File: config.mk
export PLATFORM = sky130hd
export DESIGN_NAME = lip_pwm_top
export DESIGN_NICKNAME = d
export VERILOG_FILES = /design/src/logic/lip_pkg.sv /design/src/logic/lip_pwm_chan.sv /design/src/logic/lip_pwm_top.sv
export SDC_FILE = /design/constraint.sdc
export NUM_CORES = 1
export LEC_CHECK = 0
export BUFFER_PORTS_ARGS = -buffer_cell sky130_fd_sc_hd__buf_4
export CAP_MARGIN = 20
export CORE_ASPECT_RATIO = 0.75
export CORE_MARGIN = 2
export CORE_UTILIZATION = 50
export CTS_CLUSTER_DIAMETER = 150
export DETAILED_ROUTE_END_ITERATION = 10
export PLACE_DENSITY = 0.83
export SYNTH_ARGS = -nofsm -noshare
export SYNTH_HDL_FRONTEND = slang
export SYNTH_SLANG_ARGS = --single-unit
File: constraint.sdc
create_clock -name i_clk -period 4.1 [get_ports i_clk]
set_input_delay 1.23 -clock i_clk [delete_from_list [all_inputs] [get_ports i_clk]]
set_output_delay 1.23 -clock i_clk [all_outputs]
set_load 0.005 [all_outputs]
File: src/logic/lip_pkg.sv
// package: constants and types of the led intensity pwm block
`default_nettype none
package lip_pkg;
  // outputs and register map
  localparam int unsigned LIP_NUM_OUT      = 9;
  localparam int unsigned LIP_NUM_PAIR_OUT = 8;
  localparam logic [7:0]  LIP_ADDR_MASTER  = 8'h0e;
  localparam logic [7:0]  LIP_ADDR_PAIR_LO = 8'h10;
  localparam logic [7:0]  LIP_ADDR_PAIR_HI = 8'h13;
  localparam logic [7:0]  LIP_RDATA_NONE   = 8'h00;
  // field positions: upper nibble is master or odd output, lower nibble ninth or even output
  localparam int unsigned LIP_HI_LSB       = 4;
  localparam int unsigned LIP_LO_LSB       = 0;
  localparam int unsigned LIP_NIB_W        = 4;
  // values after reset
  localparam logic [3:0]  LIP_MASTER_RST   = 4'h0;
  localparam logic [3:0]  LIP_NINTH_RST    = 4'h0;
  localparam logic [3:0]  LIP_LEVEL_RST    = 4'h0;
  // special codes
  localparam logic [3:0]  LIP_LEVEL_STATIC = 4'hf;
  localparam logic [3:0]  LIP_MASTER_OFF   = 4'h0;
  // oscillator timing: one sub-step every LIP_OSC_DIV clocks
  localparam int unsigned LIP_CLK_PERIOD_NS = 10;
  localparam int unsigned LIP_SUB_PERIOD_NS = 40;
  localparam int unsigned LIP_OSC_DIV       = LIP_SUB_PERIOD_NS / LIP_CLK_PERIOD_NS;
  localparam logic [1:0]  LIP_DIV_LAST      = 2'(LIP_OSC_DIV - 1);
  localparam logic [1:0]  LIP_DIV_RST       = 2'h0;
  // 15 master sub-steps per slot, 16 individual slots per pwm cycle
  localparam logic [3:0]  LIP_SUB_LAST      = 4'he;
  localparam logic [3:0]  LIP_SLOT_LAST     = 4'hf;
  localparam logic [3:0]  LIP_CNT_RST       = 4'h0;

  typedef enum logic {
    LIP_OSC_OFF = 1'b0,
    LIP_OSC_RUN = 1'b1
  } lip_osc_e;

  // register access from the serial front end
  typedef struct packed {
    logic       wr;
    logic       rd;
    logic [7:0] addr;
    logic [7:0] wdata;
  } lip_reg_req_s;

  // position inside the pwm cycle
  typedef struct packed {
    logic [3:0] slot;
    logic [3:0] sub;
  } lip_pwm_pos_s;
endpackage
`default_nettype wire

File: src/logic/lip_pwm_chan.sv
// module: waveform of one open-drain output from its level, phase bit and master
`default_nettype none
module lip_pwm_chan
  import lip_pkg::*;
(
  // settings
  input  wire logic [3:0]   i_level,
  input  wire logic         i_phase_bit,
  input  wire logic [3:0]   i_master,
  // cycle position
  input  wire lip_pwm_pos_s i_pos,
  // sink request, high means pull the pin low
  output logic              o_sink
);
  logic ind_on;

  // individual 16-slot window, then master gating inside each slot
  always_comb begin
    if (i_phase_bit) begin
      ind_on = (i_pos.slot > i_level); // low for (15-n)/16
    end else begin
      ind_on = (i_pos.slot <= i_level); // low for (n+1)/16
    end
    if (i_master == LIP_MASTER_OFF) begin
      o_sink = 1'b0; // master off: static, led off
    end else if (i_level == LIP_LEVEL_STATIC) begin
      o_sink = ~i_phase_bit; // static low or static high impedance
    end else begin
      o_sink = ind_on && (i_pos.sub < i_master); // m/15 of each slot
    end
  end
endmodule
`default_nettype wire

File: src/logic/lip_pwm_top.sv
// module: led intensity pwm with blink-phase polarity and intensity registers
`default_nettype none
module lip_pwm_top
  import lip_pkg::*;
(
  // clock and reset
  input  wire logic                   i_clk,
  input  wire logic                   i_resetn,
  // register access
  input  wire lip_reg_req_s           i_reg_req,
  output logic [7:0]                  o_reg_rdata,
  // blink state from the blink logic
  input  wire logic                   i_blink_phase,
  input  wire logic [LIP_NUM_OUT-1:0] i_phase0_bits,
  input  wire logic [LIP_NUM_OUT-1:0] i_phase1_bits,
  // open-drain output pins
  input  wire logic [LIP_NUM_OUT-1:0] i_port_in,
  output logic      [LIP_NUM_OUT-1:0] o_port_out,
  output logic      [LIP_NUM_OUT-1:0] o_port_oe,
  output logic      [LIP_NUM_OUT-1:0] o_port_level
);

  // address decode shared by write and read
  function automatic logic pair_hit(input logic [7:0] addr);
    pair_hit = (addr >= LIP_ADDR_PAIR_LO) && (addr <= LIP_ADDR_PAIR_HI);
  endfunction

  function automatic int unsigned pair_index(input logic [7:0] addr);
    pair_index = int'(addr[1:0]);
  endfunction

  // register state
  logic [3:0]   master_ff;
  logic [3:0]   nxt_master;
  logic [3:0]   ninth_ff;
  logic [3:0]   nxt_ninth;
  logic [3:0]   level_ff  [LIP_NUM_PAIR_OUT];
  logic [3:0]   nxt_level [LIP_NUM_PAIR_OUT];
  logic [7:0]   rdata_ff;
  logic [7:0]   nxt_rdata;
  // oscillator state
  lip_osc_e     osc_state_ff;
  lip_osc_e     nxt_osc_state;
  logic [1:0]   div_ff;
  logic [1:0]   nxt_div;
  logic [3:0]   sub_ff;
  logic [3:0]   nxt_sub;
  logic [3:0]   slot_ff;
  logic [3:0]   nxt_slot;
  lip_pwm_pos_s pos;
  // output state
  logic [LIP_NUM_OUT-1:0] act_phase;
  logic [LIP_NUM_OUT-1:0] sink;
  logic [LIP_NUM_OUT-1:0] oe_ff;
  logic [LIP_NUM_OUT-1:0] out_ff;
  logic [LIP_NUM_OUT-1:0] sync1_ff;
  logic [LIP_NUM_OUT-1:0] sync2_ff;

  // register writes and reads
  always_comb begin
    nxt_master = master_ff;
    nxt_ninth  = ninth_ff;
    nxt_rdata  = rdata_ff;
    for (int i = 0; i < LIP_NUM_PAIR_OUT; i++) begin
      nxt_level[i] = level_ff[i];
    end
    if (i_reg_req.wr) begin
      if (i_reg_req.addr == LIP_ADDR_MASTER) begin
        nxt_master = i_reg_req.wdata[LIP_HI_LSB +: LIP_NIB_W];
        nxt_ninth  = i_reg_req.wdata[LIP_LO_LSB +: LIP_NIB_W];
      end else if (pair_hit(i_reg_req.addr)) begin
        nxt_level[2*pair_index(i_reg_req.addr)+1] =
          i_reg_req.wdata[LIP_HI_LSB +: LIP_NIB_W]; // odd output upper
        nxt_level[2*pair_index(i_reg_req.addr)] =
          i_reg_req.wdata[LIP_LO_LSB +: LIP_NIB_W];
      end
    end
    if (i_reg_req.rd) begin
      if (i_reg_req.addr == LIP_ADDR_MASTER) begin
        nxt_rdata = {master_ff, ninth_ff};
      end else if (pair_hit(i_reg_req.addr)) begin
        nxt_rdata = {level_ff[2*pair_index(i_reg_req.addr)+1],
                     level_ff[2*pair_index(i_reg_req.addr)]};
      end else begin
        nxt_rdata = LIP_RDATA_NONE;
      end
    end
  end

  always_ff @(posedge i_clk or negedge i_resetn) begin
    if (!i_resetn) begin
      master_ff <= LIP_MASTER_RST;
      ninth_ff  <= LIP_NINTH_RST;
      rdata_ff  <= LIP_RDATA_NONE;
      for (int i = 0; i < LIP_NUM_PAIR_OUT; i++) begin
        level_ff[i] <= LIP_LEVEL_RST;
      end
    end else begin
      master_ff <= nxt_master;
      ninth_ff  <= nxt_ninth;
      rdata_ff  <= nxt_rdata;
      for (int i = 0; i < LIP_NUM_PAIR_OUT; i++) begin
        level_ff[i] <= nxt_level[i];
      end
    end
  end

  // internal oscillator: divider, 15 sub-steps per slot, 16 slots per cycle
  always_comb begin
    nxt_osc_state = osc_state_ff;
    nxt_div       = div_ff;
    nxt_sub       = sub_ff;
    nxt_slot      = slot_ff;
    if (master_ff == LIP_MASTER_OFF) begin
      nxt_osc_state = LIP_OSC_OFF; // oscillator stopped
      nxt_div       = LIP_DIV_RST;
      nxt_sub       = LIP_CNT_RST;
      nxt_slot      = LIP_CNT_RST;
    end else begin
      nxt_osc_state = LIP_OSC_RUN;
      unique case (osc_state_ff)
        LIP_OSC_OFF: begin
          nxt_div = LIP_DIV_RST; // restart cleanly from the cycle start
        end
        LIP_OSC_RUN: begin
          if (div_ff == LIP_DIV_LAST) begin
            nxt_div = LIP_DIV_RST;
            if (sub_ff == LIP_SUB_LAST) begin
              nxt_sub  = LIP_CNT_RST;
              nxt_slot = (slot_ff == LIP_SLOT_LAST) ? LIP_CNT_RST : slot_ff + 4'h1;
            end else begin
              nxt_sub = sub_ff + 4'h1;
            end
          end else begin
            nxt_div = div_ff + 2'h1;
          end
        end
      endcase
    end
  end

  always_ff @(posedge i_clk or negedge i_resetn) begin
    if (!i_resetn) begin
      osc_state_ff <= LIP_OSC_OFF;
      div_ff       <= LIP_DIV_RST;
      sub_ff       <= LIP_CNT_RST;
      slot_ff      <= LIP_CNT_RST;
    end else begin
      osc_state_ff <= nxt_osc_state;
      div_ff       <= nxt_div;
      sub_ff       <= nxt_sub;
      slot_ff      <= nxt_slot;
    end
  end

  assign pos.slot = slot_ff;
  assign pos.sub  = sub_ff;

  // one waveform generator per output
  generate
    for (genvar g = 0; g < LIP_NUM_OUT; g++) begin : g_chan
      logic [3:0] lvl;
      if (g == LIP_NUM_OUT - 1) begin : g_ninth
        assign lvl = ninth_ff;
      end else begin : g_pair
        assign lvl = level_ff[g];
      end
      assign act_phase[g] = i_blink_phase ? i_phase1_bits[g] : i_phase0_bits[g];
      lip_pwm_chan u_chan (
        .i_level     (lvl),
        .i_phase_bit (act_phase[g]),
        .i_master    (master_ff),
        .i_pos       (pos),
        .o_sink      (sink[g])
      );
    end
  endgenerate

  // pins: drive low while sinking, release otherwise; pin levels synchronised
  always_ff @(posedge i_clk or negedge i_resetn) begin
    if (!i_resetn) begin
      oe_ff    <= '0;
      out_ff   <= '0;
      sync1_ff <= '0;
      sync2_ff <= '0;
    end else begin
      oe_ff    <= sink; // enable only to pull low
      out_ff   <= '0;   // open drain never drives high
      sync1_ff <= i_port_in;
      sync2_ff <= sync1_ff;
    end
  end

  assign o_port_oe    = oe_ff;
  assign o_port_out   = out_ff;
  assign o_port_level = sync2_ff;
  assign o_reg_rdata  = rdata_ff;
endmodule
`default_nettype wire

==> impl_metrics.csv <==
group,metric,value,unit
worst_hold_path,whs_path_depth,0,
clocking,clk_pin_slew,0.06,ns
global_routing,grtUsageTotal,24.2,%
sta,drv_slew,0,
global_routing,grt_max_degree,87,
global_routing,overflow,0,
power,ir_worst_vdd,0.000212,V
floorplan,ios,83,
power,pwr-share-seq,42.7,%
placed_design,pre_cts_slack,1.03,ns
power,powerDensity,412,nW/um2
global_routing,grt_first_pass_wirelength,18500,um
route,wl_met3,845,um
clocking,cts_setup_buffers,0,
sta,setup_ws,1.38,ns
run_status,status,"complete, no violations",
clocking,post_cts_resized,0,
sta,setup_violations,0,
yosys,avgSynthCellArea,11.5,um2
power,switching_share,29.1,%
route,post-route-drc-count,0,
clocking,ctsRootBufferMaster,"clkbuf_16",
sta,fin_worst_skew,0.0116,ns
worst_setup_path,endpoint_kind,"flop",
yosys,synthesis.area,4790,um2
clocking,cts.sinks,86,
worst_setup_path,crit_family,"simple AND/OR/NAND/NOR gates",
worst_setup_path,path_depth,5,
global_routing,grt_pass1_vias,3734,
route,drtIter0Drc,283,
yosys,synth-main-ff-cell,"dfrtp_1",
floorplan,dieWidth,117,um
sta,hold_viol_final,0,
worst_setup_path,rr_worst_depth,6,
power,cellLeakagePower,2.79,nW
sta,slew_headroom,28.4,%
worst_setup_path,crit_chain,"buf_4, or3_4, nor4b_4, nand4b_2, mux2_2",
cells_and_area,area_growth,20.4,%
cells_and_area,multiInputGateArea,2450,um2
floorplan,initial_core_util,52.1,%
placed_design,port_buffers,73,
cells_and_area,seqCellArea,2150,um2
global_routing,antenna_found_initial,0,
run,maxCapViolCount,0,
floorplan,rows,30,
clocking,htreeDepth,3,
clocking,cts_made_buffers,9,
cells_and_area,nFillCells,721,
route,met1_length,5030,um
cells_and_area,n_antenna_cell,0,
worst_setup_path,criticalPathCategory,"in -> reg",
clocking,cts_hold_buffers,0,
clocking,cts_tree,"yes",
sta,fin_crit,2.72,ns
route,vias,3637,
route,top_layer,"met4",
worst_setup_path,slowest_stage,"nor4b_4",
clocking,cts_buffer_depth,2,
floorplan,die-area,10400,um2
sta,tightest_slew,1.07,ns
worst_setup_path,path_buf_inv,1,
sta,rsz0062_at_grt,"no",
route,dr.pass1.iters,4,
yosys,synth-edff-count,0,
yosys,synth_top_area_cell,"dfrtp_1",
route,wire_per_inst,18.7,um
placed_design,hpwl,8480,um
power,p_clk_share,34.2,%
sta,finalCritPeriodShare,66.3,%
cells_and_area,finalNetCount,583,
cells_and_area,layout-drive-gt1-share,29.8,%
yosys,syn_inst,416,
yosys,ys_top_cells_by_area,"dfrtp_1 45%, ha_1 11%, mux2_2 8.9%",
floorplan,die_y,88.8,um
yosys,ys_warn_count,0,
worst_setup_path,max_stage_delay,0.48,ns
power,pwr-share-comb,23.1,%
sta,timing.fmax,368,MHz
route,met2_length,5510,um
power,p_int,1.69,mW
route,ant_nets,0,
clocking,clock_latency,0.34,ns
worst_setup_path,worstSetupStartpointType,"primary input",
worst_hold_path,hp-class,"reg -> reg",
placed_design,place_congestion,0.912,
floorplan,coreArea,9200,um2
yosys,synth.top_cell.area_share,44.9,%
yosys,ys_ff_latch,86,
worst_setup_path,required,4.32,ns
worst_setup_path,cp_data_arrival_time,2.94,ns
yosys,ys_seq_area_share,44.9,%
sta,finalSetupTns,0,ns
route,routed_wl,11700,um
yosys,synthArstFlopShare,100,%
worst_setup_path,worstPathMaxFanout,8,
power,p_switching,0.692,mW
route,post_drt_via_cell_ratio,5.82,
yosys,synth.lib_cells_used.distinct,46,
-- cells in the final DEF, fill, tap and decap left out, types with 2 or more instances in the layout --
cell type,n
ha_1,43
mux2i_1,7
nand4b_2,2
inv_6,2
o311ai_0,5
a2111oi_0,3
and2_1,2
buf_4,75
or3_1,2
nand4_1,5
nor3b_1,4
nand2_1,15
nand3_1,8
conb_1,9
and4_1,9
nor2_1,9
a31oi_1,2
mux2_2,38
mux4_2,8
inv_1,33
clkbuf_16,9
and3b_1,3
clkinv_2,3
a221o_1,7
dfrtp_1,86
a211oi_1,6
o22a_1,6
o21ai_0,21
a21oi_1,16
nor2b_1,13
o31ai_1,4
nor4_1,3
and3_1,7
a21boi_0,2
nor3_1,8
nand4b_1,2
nand2b_1,6
-- per-layer routing --
metal | vias up | global-route usage [%]
met5 | - | 0
met4 | 0 | 10.6
met3 | 22 | 7.33
met2 | 124 | 38.8
met1 | 1811 | 30.7
li1 | 1680 | -
-- cells in the mapped netlist, types with 9 or more instances --
| master | count |
|---|---|
| nor2_1 | 9 |
| ha_1 | 43 |
| mux2_2 | 38 |
| nor2b_1 | 13 |
| dfrtp_1 | 86 |
| inv_1 | 33 |
| nand2_1 | 15 |
| o21ai_0 | 21 |
| and4_1 | 9 |
| buf_4 | 9 |
| a21oi_1 | 16 |
-- stage by stage --
step	hold WS, ns	cell area (um2)	utilization [%]	instances	power, mW
CTS	0.344	5740	62.4	624	2.39
floorplan	0.331	4820	-	424	1.32
global placement	0.331	5450	59.2	608	1.54
detailed placement	0.335	5450	59.2	608	1.57
finish	0.339	5770	62.7	625	2.38
global route	0.346	5770	62.7	625	2.51
-- sequential cells by signal, summed over array words and instances, names as in the netlist --
signal        flops
osc_state_ff      1
sync1_ff          9
g_chan.lvl       36
o_reg_rdata       8
master_ff         4
div_ff            2
sub_ff            4
o_port_oe         9
slot_ff           4
o_port_level      9
-- power groups by stage --
stage / clock, mW / combinational [mW] / sequential (mW)
2_1_floorplan: 0 / 0.305 / 1.02
3_3_place_gp: 0 / 0.516 / 1.03
3_5_place_dp: 0 / 0.541 / 1.03
4_1_cts: 0.831 / 0.546 / 1.02
5_1_grt: 0.868 / 0.612 / 1.03
6_report: 0.813 / 0.549 / 1.02
-- area by class of cell --
type	instances	share of cell area, %
clock buffer	9	3.90
clock inverter	7	1.24
inverter	33	2.15
multi-input combinational	286	42.4
sequential	86	37.3
tap	128	2.78
timing repair buffer	76	10.2
-- cell families after synthesis --
kind of cell | count (synthesis) | share of synthesized area (%)
compound gates | 74 | 10.5
xor+xnor | 1 | 0.183
fa+ha+maj | 43 | 11.2
buf+inv | 52 | 4.78
flops | 86 | 44.9
mux | 53 | 14.2
other cells | 1 | 0.0783
simple gates | 106 | 14.1
-- worst paths after layout --
kind,start,endpoint,slack (ns)
min in group asynchronous,i_resetn,sub_ff[3]$_DFFE_PN0P_,0.81
max in group asynchronous,i_resetn,g_chan[2].lvl[3]$_DFFE_PN0P_,2.66
max reg2reg,master_ff[2]$_DFFE_PN0P_,o_port_oe[0]$_DFF_PN0_,1.64
min,sync1_ff[4]$_DFF_PN0_,o_port_level[4]$_DFF_PN0_,0.34
max,i_reg_req[13],g_chan[2].lvl[3]$_DFFE_PN0P_,1.38
min reg2reg,sync1_ff[4]$_DFF_PN0_,o_port_level[4]$_DFF_PN0_,0.34
(Power assumes the default switching activity.)
